File: config.mk
export PLATFORM = sky130hd
export DESIGN_NAME = aola_top
export DESIGN_NICKNAME = d
export VERILOG_FILES = /design/src/hdl/aola_pkg.sv /design/src/hdl/aola_limit_check.sv /design/src/hdl/aola_top.sv
export SDC_FILE = /design/constraint.sdc
export NUM_CORES = 1
export LEC_CHECK = 0
export BUFFER_PORTS_ARGS = -buffer_cell sky130_fd_sc_hd__buf_4
export CAP_MARGIN = 20
export CORE_UTILIZATION = 30
export DETAILED_ROUTE_END_ITERATION = 12
export PLACE_DENSITY = 0.56
export SYNTH_ARGS = -nofsm -noshare
export SYNTH_HDL_FRONTEND = slang
export SYNTH_HIERARCHICAL = 1
export SYNTH_SLANG_ARGS = --single-unit
File: constraint.sdc
create_clock -name ref_clk_in -period 5.8 [get_ports ref_clk_in]
set_input_delay 0.58 -clock ref_clk_in [delete_from_list [all_inputs] [get_ports ref_clk_in]]
set_output_delay 0.58 -clock ref_clk_in [all_outputs]
set_load 0.05 [all_outputs]
File: src/hdl/aola_pkg.sv
// Shared constants for the actuator drive selector and limit monitor
package aola_pkg;
  // Value scale
  localparam int VAL_W = 16;
  localparam logic [15:0] VAL_CLOSED = 16'h0000; // Fully closed, 0 counts
  localparam logic [15:0] VAL_OPEN = 16'h6000; // Fully open, 24576 counts
  localparam logic [15:0] VAL_MAX = 16'h7FFF; // Largest INT, default high trip
  localparam logic [15:0] VAL_MIN = 16'h8000; // Smallest INT, default low trip
  localparam logic [15:0] SAFE_VALUE_RST = 16'h0000;

  // Force select codes
  localparam logic [7:0] FORCE_NORMAL = 8'h00;
  localparam logic [7:0] FORCE_CLOSED = 8'h01;
  localparam logic [7:0] FORCE_OPEN = 8'h02;
  localparam logic [7:0] FORCE_HOLD = 8'h03;
  localparam logic [7:0] FORCE_FALLBACK = 8'h04;
  localparam logic [7:0] FORCE_RST = 8'h00;

  // Fallback behaviour codes
  localparam logic [7:0] FALL_CLOSED = 8'h00;
  localparam logic [7:0] FALL_OPEN = 8'h01;
  localparam logic [7:0] FALL_HOLD = 8'h02;
  localparam logic [7:0] FALL_SAFE_VALUE = 8'h03;
  localparam logic [7:0] FALL_RST = 8'h00;

  // Limit flag bit positions
  localparam int FLAG_HI_ALARM = 0;
  localparam int FLAG_LO_ALARM = 1;
  localparam int FLAG_HI_WARN = 2;
  localparam int FLAG_LO_WARN = 3;

  // Service codes
  localparam logic [7:0] SVC_GET_SINGLE = 8'h0E;
  localparam logic [7:0] SVC_SET_SINGLE = 8'h10;

  // Attribute identifiers
  localparam logic [7:0] ATTR_REVISION = 8'h01;
  localparam logic [7:0] ATTR_DATA_TYPE = 8'h03;
  localparam logic [7:0] ATTR_DATA_UNITS = 8'h04;
  localparam logic [7:0] ATTR_FORCE = 8'h05;
  localparam logic [7:0] ATTR_VALUE = 8'h06;
  localparam logic [7:0] ATTR_FLAGS = 8'h07;
  localparam logic [7:0] ATTR_ALARM_EN = 8'h08;
  localparam logic [7:0] ATTR_WARN_EN = 8'h09;
  localparam logic [7:0] ATTR_ALARM_HI = 8'h0F;
  localparam logic [7:0] ATTR_ALARM_LO = 8'h10;
  localparam logic [7:0] ATTR_WARN_HI = 8'h12;
  localparam logic [7:0] ATTR_WARN_LO = 8'h13;
  localparam logic [7:0] ATTR_FALLBACK = 8'h15;
  localparam logic [7:0] ATTR_SAFE_VALUE = 8'h16;

  // Response status codes
  localparam logic [7:0] RSP_OK = 8'h00;
  localparam logic [7:0] RSP_NO_SERVICE = 8'h08;
  localparam logic [7:0] RSP_BAD_VALUE = 8'h09;
  localparam logic [7:0] RSP_NOT_SETTABLE = 8'h0E;
  localparam logic [7:0] RSP_NO_ATTR = 8'h14;
  localparam logic [7:0] RSP_NO_OBJECT = 8'h16;
endpackage

File: src/hdl/aola_limit_check.sv
`timescale 1ns/1ps
// High and low trip comparison for one pair of trip points
module aola_limit_check (
  input wire logic enable_in,
  input wire logic [15:0] value_in,
  input wire logic [15:0] trip_hi_in,
  input wire logic [15:0] trip_lo_in,
  output logic over_out,
  output logic under_out
);
  // Signed compare, trip points share the INT type of the value
  function automatic logic above(input logic [15:0] a, input logic [15:0] b);
    above = $signed(a) > $signed(b);
  endfunction

  // Strictly beyond the trip point, gated by the enable
  assign over_out = enable_in && above(value_in, trip_hi_in);
  assign under_out = enable_in && above(trip_lo_in, value_in);
endmodule

File: src/hdl/aola_top.sv
`timescale 1ns/1ps
// Function
// - Code 0 passes loop command through
// - Code 1 forces zero counts
// - Code 2 forces 24576 counts
// - Code 3 freezes last produced value
// - Code 4 follows fallback behaviour field
// - Reported value can be any 16-bit INT, not only 0 to 24576
// - No clamp to nominal control range
// - Flag byte bits 0-3, upper zero
// - Fallback 0 drives closed, zero counts
// - Fallback 1 drives open, 24576 counts
// - Fallback 2 holds value before entry
// - Fallback 3 drives configured safe value
// - Alarm bits set beyond alarm trips
// - Warning bits set beyond warning trips
// - Forward alarms when supervisor enables them
// - Forward warnings when supervisor enables them
// - Get service 0x0E returns attribute
// - Set service 0x10 stores attribute
// - Fallback governs code 0 and codes above 4 when not executing
// - Alarm and warning enables reset disabled
module aola_top import aola_pkg::*; #(
  parameter logic [15:0] REVISION = 16'h0001, // Arbitrary revision value
  parameter logic [15:0] DATA_TYPE_CODE = 16'h00C3, // INT type code
  parameter logic [15:0] DATA_UNITS_CODE = 16'h1001 // Counts unit code
) (
  input wire logic ref_clk_in,
  input wire logic arst_n_in,
  input wire logic [15:0] loop_cmd_in, // Command from the control loop
  input wire logic executing_in, // Device is in the executing state
  input wire logic sup_alarm_en_in, // Supervisor reports alarms
  input wire logic sup_warn_en_in, // Supervisor reports warnings
  input wire logic svc_valid_in, // Service request strobe
  input wire logic [7:0] svc_code_in,
  input wire logic [7:0] svc_instance_in,
  input wire logic [7:0] svc_attr_in,
  input wire logic [15:0] svc_wdata_in,
  output logic rsp_valid_out,
  output logic [7:0] rsp_status_out,
  output logic [15:0] rsp_data_out,
  output logic [15:0] actuator_value_out,
  output logic [7:0] limit_flags_out,
  output logic exc_alarm_out,
  output logic [1:0] exc_alarm_detail_out,
  output logic exc_warn_out,
  output logic [1:0] exc_warn_detail_out
);
  // Configuration attributes
  logic [7:0] force_q; // actuator_force_select
  logic [7:0] fallback_q; // fallback_behaviour_select
  logic [15:0] safe_value_q;
  logic alarm_en_q;
  logic warn_en_q;
  logic [15:0] alarm_hi_q;
  logic [15:0] alarm_lo_q;
  logic [15:0] warn_hi_q;
  logic [15:0] warn_lo_q;
  // Block state
  logic [15:0] value_q;
  logic [15:0] value_d;
  logic [7:0] flags_q; // actuator_limit_flags
  logic [7:0] flags_d;
  logic rsp_valid_q;
  logic [7:0] rsp_status_q;
  logic [15:0] rsp_data_q;
  logic exc_alarm_q;
  logic exc_warn_q;
  logic [1:0] exc_alarm_det_q;
  logic [1:0] exc_warn_det_q;

  // Force code decode; codes above 4 count as normal
  wire force_closed = force_q == FORCE_CLOSED;
  wire force_open = force_q == FORCE_OPEN;
  wire force_hold = force_q == FORCE_HOLD;
  wire force_fall = force_q == FORCE_FALLBACK;
  wire force_none = !(force_closed || force_open || force_hold || force_fall);
  // Fallback applies when asked for, or when idle outside executing
  wire use_fallback = force_fall || (force_none && !executing_in);

  // Fallback behaviour; an unknown code keeps the closed default
  wire [15:0] fallback_val =
    (fallback_q == FALL_OPEN) ? VAL_OPEN :
    (fallback_q == FALL_HOLD) ? value_q :
    (fallback_q == FALL_SAFE_VALUE) ? safe_value_q :
    VAL_CLOSED;

  // Output selection; hold reuses the register so no extra copy is kept
  // Loop command passes raw: no clamp to the nominal sub-range
  assign value_d =
    force_closed ? VAL_CLOSED :
    force_open ? VAL_OPEN :
    force_hold ? value_q :
    use_fallback ? fallback_val :
    loop_cmd_in;

  // Limit comparison against the current output
  logic alarm_over;
  logic alarm_under;
  logic warn_over;
  logic warn_under;

  aola_limit_check u_alarm_check (
    .enable_in(alarm_en_q),
    .value_in(value_q),
    .trip_hi_in(alarm_hi_q),
    .trip_lo_in(alarm_lo_q),
    .over_out(alarm_over),
    .under_out(alarm_under)
  );

  aola_limit_check u_warn_check (
    .enable_in(warn_en_q),
    .value_in(value_q),
    .trip_hi_in(warn_hi_q),
    .trip_lo_in(warn_lo_q),
    .over_out(warn_over),
    .under_out(warn_under)
  );

  // Flags are a fresh level each cycle, not sticky
  assign flags_d = {4'h0, warn_under, warn_over, alarm_under, alarm_over};

  // Service decode
  wire inst_class = svc_instance_in == 8'h00;
  wire inst_one = svc_instance_in == 8'h01;
  wire is_get = svc_code_in == SVC_GET_SINGLE;
  wire is_set = svc_code_in == SVC_SET_SINGLE;
  wire attr_settable = svc_attr_in == ATTR_FORCE || svc_attr_in == ATTR_ALARM_EN ||
    svc_attr_in == ATTR_WARN_EN || svc_attr_in == ATTR_ALARM_HI ||
    svc_attr_in == ATTR_ALARM_LO || svc_attr_in == ATTR_WARN_HI ||
    svc_attr_in == ATTR_WARN_LO || svc_attr_in == ATTR_FALLBACK ||
    svc_attr_in == ATTR_SAFE_VALUE;
  wire attr_known = attr_settable || svc_attr_in == ATTR_DATA_TYPE ||
    svc_attr_in == ATTR_DATA_UNITS || svc_attr_in == ATTR_VALUE ||
    svc_attr_in == ATTR_FLAGS;
  // Fallback codes beyond 3 are refused; force codes are stored as given
  wire bad_value = svc_attr_in == ATTR_FALLBACK && svc_wdata_in[7:0] > FALL_SAFE_VALUE;

  // Instance read multiplexer
  wire [15:0] inst_rdata =
    (svc_attr_in == ATTR_DATA_TYPE) ? DATA_TYPE_CODE :
    (svc_attr_in == ATTR_DATA_UNITS) ? DATA_UNITS_CODE :
    (svc_attr_in == ATTR_FORCE) ? {8'h00, force_q} :
    (svc_attr_in == ATTR_VALUE) ? value_q :
    (svc_attr_in == ATTR_FLAGS) ? {8'h00, flags_q} :
    (svc_attr_in == ATTR_ALARM_EN) ? {15'h0000, alarm_en_q} :
    (svc_attr_in == ATTR_WARN_EN) ? {15'h0000, warn_en_q} :
    (svc_attr_in == ATTR_ALARM_HI) ? alarm_hi_q :
    (svc_attr_in == ATTR_ALARM_LO) ? alarm_lo_q :
    (svc_attr_in == ATTR_WARN_HI) ? warn_hi_q :
    (svc_attr_in == ATTR_WARN_LO) ? warn_lo_q :
    (svc_attr_in == ATTR_FALLBACK) ? {8'h00, fallback_q} :
    (svc_attr_in == ATTR_SAFE_VALUE) ? safe_value_q :
    16'h0000;

  // Status of the answer, first refusal wins
  wire [7:0] rsp_status_d =
    !(inst_class || inst_one) ? RSP_NO_OBJECT :
    !(is_get || (is_set && inst_one)) ? RSP_NO_SERVICE :
    inst_class ? ((svc_attr_in == ATTR_REVISION) ? RSP_OK : RSP_NO_ATTR) :
    !attr_known ? RSP_NO_ATTR :
    (is_set && !attr_settable) ? RSP_NOT_SETTABLE :
    (is_set && bad_value) ? RSP_BAD_VALUE :
    RSP_OK;
  wire rsp_ok = rsp_status_d == RSP_OK;
  wire [15:0] rsp_data_d = (!rsp_ok || is_set) ? 16'h0000 :
    inst_class ? REVISION : inst_rdata;
  // Write strobe for one accepted set
  wire wr = svc_valid_in && is_set && rsp_ok;
  wire wr_attr_force = wr && svc_attr_in == ATTR_FORCE;

  // Attribute storage; enables come up disabled
  always_ff @(posedge ref_clk_in or negedge arst_n_in) begin
    if (!arst_n_in) begin
      force_q <= FORCE_RST;
      fallback_q <= FALL_RST;
      safe_value_q <= SAFE_VALUE_RST;
      alarm_en_q <= 1'b0;
      warn_en_q <= 1'b0;
      alarm_hi_q <= VAL_MAX;
      alarm_lo_q <= VAL_MIN;
      warn_hi_q <= VAL_MAX;
      warn_lo_q <= VAL_MIN;
    end else if (wr) begin
      // Store the supplied value into the addressed attribute
      case (svc_attr_in)
        ATTR_FORCE: force_q <= svc_wdata_in[7:0];
        ATTR_FALLBACK: fallback_q <= svc_wdata_in[7:0];
        ATTR_SAFE_VALUE: safe_value_q <= svc_wdata_in;
        ATTR_ALARM_EN: alarm_en_q <= svc_wdata_in[0];
        ATTR_WARN_EN: warn_en_q <= svc_wdata_in[0];
        ATTR_ALARM_HI: alarm_hi_q <= svc_wdata_in;
        ATTR_ALARM_LO: alarm_lo_q <= svc_wdata_in;
        ATTR_WARN_HI: warn_hi_q <= svc_wdata_in;
        ATTR_WARN_LO: warn_lo_q <= svc_wdata_in;
        default: force_q <= force_q;
      endcase
    end
  end

  // Output value and flags; closed until the first edge
  always_ff @(posedge ref_clk_in or negedge arst_n_in) begin
    if (!arst_n_in) begin
      value_q <= VAL_CLOSED;
      flags_q <= 8'h00;
    end else begin
      value_q <= value_d;
      flags_q <= flags_d;
    end
  end

  // Exception forwarding to the supervisor
  always_ff @(posedge ref_clk_in or negedge arst_n_in) begin
    if (!arst_n_in) begin
      exc_alarm_q <= 1'b0;
      exc_alarm_det_q <= 2'h0;
      exc_warn_q <= 1'b0;
      exc_warn_det_q <= 2'h0;
    end else begin
      exc_alarm_det_q <= sup_alarm_en_in ? flags_q[1:0] : 2'h0;
      exc_alarm_q <= sup_alarm_en_in && (flags_q[1:0] != 2'h0);
      exc_warn_det_q <= sup_warn_en_in ? flags_q[3:2] : 2'h0;
      exc_warn_q <= sup_warn_en_in && (flags_q[3:2] != 2'h0);
    end
  end

  // One answer per request, the edge after it
  always_ff @(posedge ref_clk_in or negedge arst_n_in) begin
    if (!arst_n_in) begin
      rsp_valid_q <= 1'b0;
      rsp_status_q <= RSP_OK;
      rsp_data_q <= 16'h0000;
    end else begin
      rsp_valid_q <= svc_valid_in;
      if (svc_valid_in) begin
        rsp_status_q <= rsp_status_d;
        rsp_data_q <= rsp_data_d;
      end
    end
  end

  assign actuator_value_out = value_q;
  assign limit_flags_out = flags_q;
  assign exc_alarm_out = exc_alarm_q;
  assign exc_alarm_detail_out = exc_alarm_det_q;
  assign exc_warn_out = exc_warn_q;
  assign exc_warn_detail_out = exc_warn_det_q;
  assign rsp_valid_out = rsp_valid_q;
  assign rsp_status_out = rsp_status_q;
  assign rsp_data_out = rsp_data_q;
endmodule

Yosys cells after proc, flatten, opt, wreduce, memory -nomap -nowiden
Index checks and enable logic that the tools add are counted.
Widths: inputs -> output; s select.
{ "word_totals": {"register_bits": 149, "latch_bits": 0, "mem_bits_rw": 0, "mem_bits_ro": 0, "input_bits": 62, "word_cells": 130, "mem_count": 0} }
{ "classes": {"add_sub_neg": 0, "n_mul": 0, "div": 0, "order_cmp": 5, "eq_ne": 26, "n_shift": 0, "mux": 31, "bitwise": 0, "reduce_logical": 50} }
{ "op_table": {"columns": ["op", "count"], "rows": [
  ["$mux 16", 22],
  ["$gt 16x16->1", 4],
  ["$eq 8x5->1 const B", 6],
  ["$eq 8x2->1 const B", 5],
  ["$eq 8x3->1 const B", 5],
  ["$eq 8x1->1 const B", 4],
  ["$eq 8x4->1 const B", 4],
  ["$mux 5", 5],
  ["$reduce_and 2->1", 10],
  ["$logic_or 1x1->1", 19],
  ["$logic_not 8->1", 2],
  ["$logic_and 1x1->1", 13],
  ["$gt 8x2->1 const B", 1],
  ["$mux 4", 2],
  ["$ne 5x5->1 const B", 1],
  ["$logic_not 1->1", 4],
  ["$mux 2", 2],
  ["$reduce_bool 2->1", 2],
  ["$ne 3x3->1 const B", 1]
]} }

Longest topological paths before layout
{ "logic_depth": {"word_depth": 21, "mapped_depth": 9, "ltp_nobuf": 7} }

Hierarchy
The synthesis kept the hierarchy.
{ "by_module_without_submodules": {"columns": ["mod", "instances", "cells_each", "area_per_inst_um2", "seq_area_each_um2"], "rows": [
  ["aola_top", 1, 713, 7558.5, 3693.5],
  ["aola_limit_check (u_warn_check)", 1, 117, 858.3, 0.0],
  ["aola_limit_check (u_alarm_check)", 1, 121, 853.3, 0.0]
]} }

Worst setup path after synthesis
Ideal clock, no wire load.
{ "synth_timing": {"kind": "input to register", "from": "input port svc_code_in[1]", "to": "register warn_lo_q[10]", "arrival_time_ns": 2.259, "setup_slack_ns": 3.416, "path_stages": 6, "n_path_buf": 1, "path_cell_list": "nor4b_4 -> a21oi_1 -> nor3_4 -> nand3_2 -> buf_4 -> mux2_2"} }
{ "synth_between": {"elab_chain_len": 11, "elab_cells_between_ends": 16} }
{ "synth_rtl": {"columns": ["element", "line", "source"], "rows": [
  ["start: declaration", "aola_top.sv:35", "input wire logic [7:0] svc_code_in,"],
  ["$eq 8x5->1", "aola_top.sv:128", "wire is_set = svc_code_in == SVC_SET_SINGLE;"],
  ["$logic_and 1x1->1", "aola_top.sv:164", "(is_set && bad_value) ? RSP_BAD_VALUE :"],
  ["$mux 4", "aola_top.sv:164", null],
  ["$mux 4", "aola_top.sv:163", "(is_set && !attr_settable) ? RSP_NOT_SETTABLE :"],
  ["$mux 5", "aola_top.sv:162", "!attr_known ? RSP_NO_ATTR :"],
  ["$mux 5", "aola_top.sv:161", "inst_class ? ((svc_attr_in == ATTR_REVISION) ? RSP_OK : RSP_NO_ATTR) :"],
  ["$mux 5", "aola_top.sv:160", "!(is_get || (is_set && inst_one)) ? RSP_NO_SERVICE :"],
  ["$mux 5", "aola_top.sv:159", "!(inst_class || inst_one) ? RSP_NO_OBJECT :"],
  ["$logic_not 8->1", "aola_top.sv:166", "wire rsp_ok = rsp_status_d == RSP_OK;"],
  ["$logic_and 1x1->1 (*)", "aola_top.sv:170", "wire wr = svc_valid_in && is_set && rsp_ok;"],
  ["$reduce_and 2->1 (no line) (*)", null, null],
  ["end signal: assignment", "aola_top.sv:196", "ATTR_WARN_LO: warn_lo_q <= svc_wdata_in;"],
  ["end: declaration", "aola_top.sv:58", "logic [15:0] warn_lo_q;"]
]} }
Every way passes the cells marked *; elsewhere a longest branch is shown, timed or not.
A chain may end at the register's enable or synchronous reset.

Worst setup path in the final report
{ "layout_timing": {"from": "input port svc_attr_in[1]", "to": "register safe_value_q[11]"} }
{ "layout_between": {"elab_chain_len": 20, "elab_cells_between_ends": 40} }
{ "layout_rtl": {"columns": ["element", "line", "source"], "rows": [
  ["start: declaration", "aola_top.sv:37", "input wire logic [7:0] svc_attr_in,"],
  ["$eq 8x3->1 / $eq 8x4->1 (equally long branches)", "aola_top.sv:129", "wire attr_settable = svc_attr_in == ATTR_FORCE || svc_attr_in == ATTR_ALARM_EN ||"],
  ["$logic_or 1x1->1 (2 in a row)", "aola_top.sv:129", null],
  ["$logic_or 1x1->1 (2 in a row)", "aola_top.sv:130", "svc_attr_in == ATTR_WARN_EN || svc_attr_in == ATTR_ALARM_HI ||"],
  ["$logic_or 1x1->1 (2 in a row)", "aola_top.sv:131", "svc_attr_in == ATTR_ALARM_LO || svc_attr_in == ATTR_WARN_HI ||"],
  ["$logic_or 1x1->1 (2 in a row)", "aola_top.sv:132", "svc_attr_in == ATTR_WARN_LO || svc_attr_in == ATTR_FALLBACK ||"],
  ["$logic_or 1x1->1 (2 in a row)", "aola_top.sv:134", "wire attr_known = attr_settable || svc_attr_in == ATTR_DATA_TYPE ||"],
  ["$logic_or 1x1->1 (2 in a row)", "aola_top.sv:135", "svc_attr_in == ATTR_DATA_UNITS || svc_attr_in == ATTR_VALUE ||"],
  ["$mux 5", "aola_top.sv:162", null],
  ["$mux 5", "aola_top.sv:161", null],
  ["$mux 5", "aola_top.sv:160", null],
  ["$mux 5", "aola_top.sv:159", null],
  ["$logic_not 8->1", "aola_top.sv:166", null],
  ["$logic_and 1x1->1", "aola_top.sv:170", null],
  ["$reduce_and 2->1 (no line) (*)", null, null],
  ["end signal: assignment", "aola_top.sv:190", "ATTR_SAFE_VALUE: safe_value_q <= svc_wdata_in;"],
  ["end: declaration", "aola_top.sv:52", "logic [15:0] safe_value_q;"]
]} }
Marks and branches as above.

==> key figures <==
Setup path
  • Crit Path Class: input pin to flip-flop
  • Startpoint types: input pin
  • WP data required: 6.12 ns
  • Crit path arrival time: roughly 3.2 ns
  • Critical path peak fanout: between 60 and 70
  • Critical path endpoint category: flip-flop

Clocking
  • Bufs on Longest Clock Path: 2
  • CTS tree: done
  • CTS Sinks: approximately 150
  • H-tree depth: 4
  • Hold Buf Count CTS: 0
  • Clk_lat worst skew: about 0.44 ns
  • CTS clk-pin slew, worst paths: 0.06 ns
  • Num CTS Buffers: 17
  • Cts repair resizes: 0
  • Clock root buffer: clkbuf_16
  • Post-CTS setup buffers: 0

Drt
  • Final WL: 31,800 um
  • DR iter-0 viols: 837
  • Vias per cell: 5.54
  • Remaining DRCs: 0
  • Router iterations before antenna repair: 5
  • WL/cell: 22.0 um
  • Vias: 8,011
  • Final ANT Viol Nets: 0

Die
  • I/O Pins: 117
  • Starting Density: 30.9%
  • Die ar.: about 0.032 mm^2
  • Chip width: ~180 um
  • Core ar.: 0.0300 mm^2
  • Die Y: 178 um
  • Rows: 63

Synthesis
  • Post-synthesis sequential area ratio: 39.8%
  • Synthesized flop and latch total: about 150
  • Mapped Area: between 0.009 and 0.01 mm^2
  • Adder-Cell Fraction of Synth Area: 8.64%
  • Area fraction in compound gates after synthesis: 16.3%
  • Leading area contributor after synthesis: dfrtp_1
  • Mux share of post-synthesis cell area: about an eighth
  • Ys flop type: dfrtp_1
  • Number of enable flip-flop cells after synthesis: 0
  • Post-Synth XOR/XNOR Area: 0%
  • Largest family of logic cells by synthesized area: simple AND/OR/NAND/NOR gates
  • Ranking of synthesized cells by area: dfrtp_1, mux2_2, dfstp_2
  • Share of the synthesized area in the top cell type: 30.8%
  • Library cells used by synthesis: 78
  • Ys Warns: 6
  • Post-Synthesis Cells: 951
  • Async S/R FF share, synth: 100%
  • Simple-gate share of the synthesized area: 16.5%
  • Mapped Avg Cell Area: around 9.7 um^2

Finish
  • Nets@finish: 1,169
  • Layout cells sized above 1: 28.1%
  • Non-Filler Instances: 1,446
  • Area Growth Syn to Fin: 18.7%
  • Antenna diodes: 0

Flow run
  • Max-capacitance violation count: 0

Global route
  • First-pass GRT wire length: 47,700 um
  • Largest net degree at the start of global routing: 104
  • Vias in the first global route: 7,661
  • Initial antenna violation count: 1
  • Overall routing resource usage: between 20% and 30%
  • Overflow after GRT: 0

Power
  • Max VDD drop: 0.209 mV
  • Leak: approximately 5 nW
  • Pwr Density: 220 mW/mm^2

Place
  • Post-Place Cells: 1,414
  • Buffers on Ports: between 100 and 150
  • GPL Wtd Cong: 0.924
  • DP HPWL: 23,300 um

Run status
  • Status: complete, no violations

Timing
  • Final worst clock skew: 0.0112 ns
  • Final period util: between 40% and 50%
  • RSZ-0062 raised after global routing: no
  • Achievable Freq: 347 MHz
  • Fin. max-slew vios: 0
  • Relative slew margins: 29.0%
  • Minimum clock period: 2.88 ns
  • Final setup vio count: 0
  • Worst slew pin tran: 1.06 ns
  • Final hold viol count: 0
  • Setup Total Neg Slack: 0 ns

Worst hold path
  • Hold Crit Class: input pin to async pin
registers in the layout, indices dropped and copies added (netlist names), 5 cells and up:
| signal | flops |
|---|---|
| rsp_data_out | 16 |
| alarm_hi_q | 16 |
| actuator_value_out | 16 |
| fallback_q | 8 |
| safe_value_q | 16 |
| force_q | 8 |
| alarm_lo_q | 16 |
| rsp_status_out | 5 |
| warn_lo_q | 16 |
| warn_hi_q | 16 |
layout by cell type (no fill, tap or decap), drive strengths merged, types with 12 or more instances in the layout:
cell type and instances:
dfrtp 114, o21ai 29, nand3 30, buf 115, nor2b 12, o2bb2ai 14
nor3 18, o22ai 16, a21oi 78, mux2 93, clkbuf 20, inv 92
nor2 39, nand2 70, nand4 14, and3 24, dfstp 32, ha 64
nor4 12, nand2b 15
area by class of cell:
cell class / count / area (um^2)
Fill cell: 3035 / 19000
Clock buffer: 20 / 457
Sequential cell: 146 / 3690
Multi-Input combinational cell: 672 / 5020
Timing Repair Buffer: 115 / 867
Tap cell: 390 / 488
Inverter: 91 / 342
Clock inverter: 12 / 133
stage by stage:
step	utilization, %	hold slack, ns	total power (W)	setup slack [ns]	area, um^2
after CTS	36.6	0.332	0.00244	2.93	11000
after global routing	36.6	0.361	0.00252	2.76	11000
after global placement	34.7	0.507	0.00132	2.52	10400
final	36.6	0.242	0.00242	2.92	11000
after detailed placement	34.7	0.516	0.00132	2.48	10400
after floorplan	-	0.284	0.00120	3.42	9290
power by group:
| group | switching, W | internal, W | total (W) |
|---|---|---|---|
| clock | 0.000462 | 0.000656 | 0.00112 |
| sequential | 0.0000179 | 0.00103 | 0.00104 |
| combinational | 0.000176 | 0.0000863 | 0.000262 |
| total | 0.000656 | 0.00177 | 0.00242 |
synth_stat cells (all sizes together) (5+ instances only):
cell	count
and3	24
nand3	30
or2	5
inv	91
nand2b	15
nor2	39
a22o	5
mux2i	11
a221oi	9
a211oi	5
o211ai	5
a31oi	5
o22ai	16
mux2	93
nand2	70
dfstp	32
dfrtp	114
or3	5
o21ai	29
a21oi	78
nand4	14
or4	5
o2bb2ai	14
clkbuf	22
nor2b	12
nor3	18
a22oi	11
a21o	11
buf	26
ha	64
nor4	12
and2	6
kinds of logic (layout without fill, tap and decap cells):
family	Yosys count	count (layout)
AO/OA/AOI/OAI	225	225
AND/OR/NAND/NOR	272	272
adder cells (fa/ha/maj)	64	64
flip-flops	146	146
buffers and inverters	139	238
multiplexers	104	104
other	1	7
final timing paths:
| check | startpoint | to | slack, ns | depth (start not counted) |
|---|---|---|---|---|
| setup / recovery | svc_attr_in[1] | safe_value_q[11] | 2.92 | 5 |
| hold / removal | arst_n_in | actuator_value_out[12] | 0.24 | 1 |
| setup reg to reg | force_q[5] | actuator_value_out[4] | 3.15 | 6 |
| hold reg to reg | rsp_status_out[0] | rsp_status_out[0] | 0.52 | 2 |
| max in group asynchronous | arst_n_in | rsp_status_out[4] | 4.25 | 2 |
| min in group ref_clk_in | sup_alarm_en_in | exc_alarm_detail_out[1] | 0.38 | 2 |
worst max-delay path, cell delays in order:
cell and delay (ns):
buf_4 0.54, nand2b_1 0.42, nor3_2 0.72, nand2_2 0.48, mux2_2 0.41
routing by layer:
layer | part of all wire (%) | GRT usage [%]
met2 | 44 | 30.6
met1 | 46 | 29.7
met4 | 2.4 | 7.23
met3 | 7.3 | 3.56
met5 | 0 | 0
No activity file was read; power rests on OpenSTA's default activity.
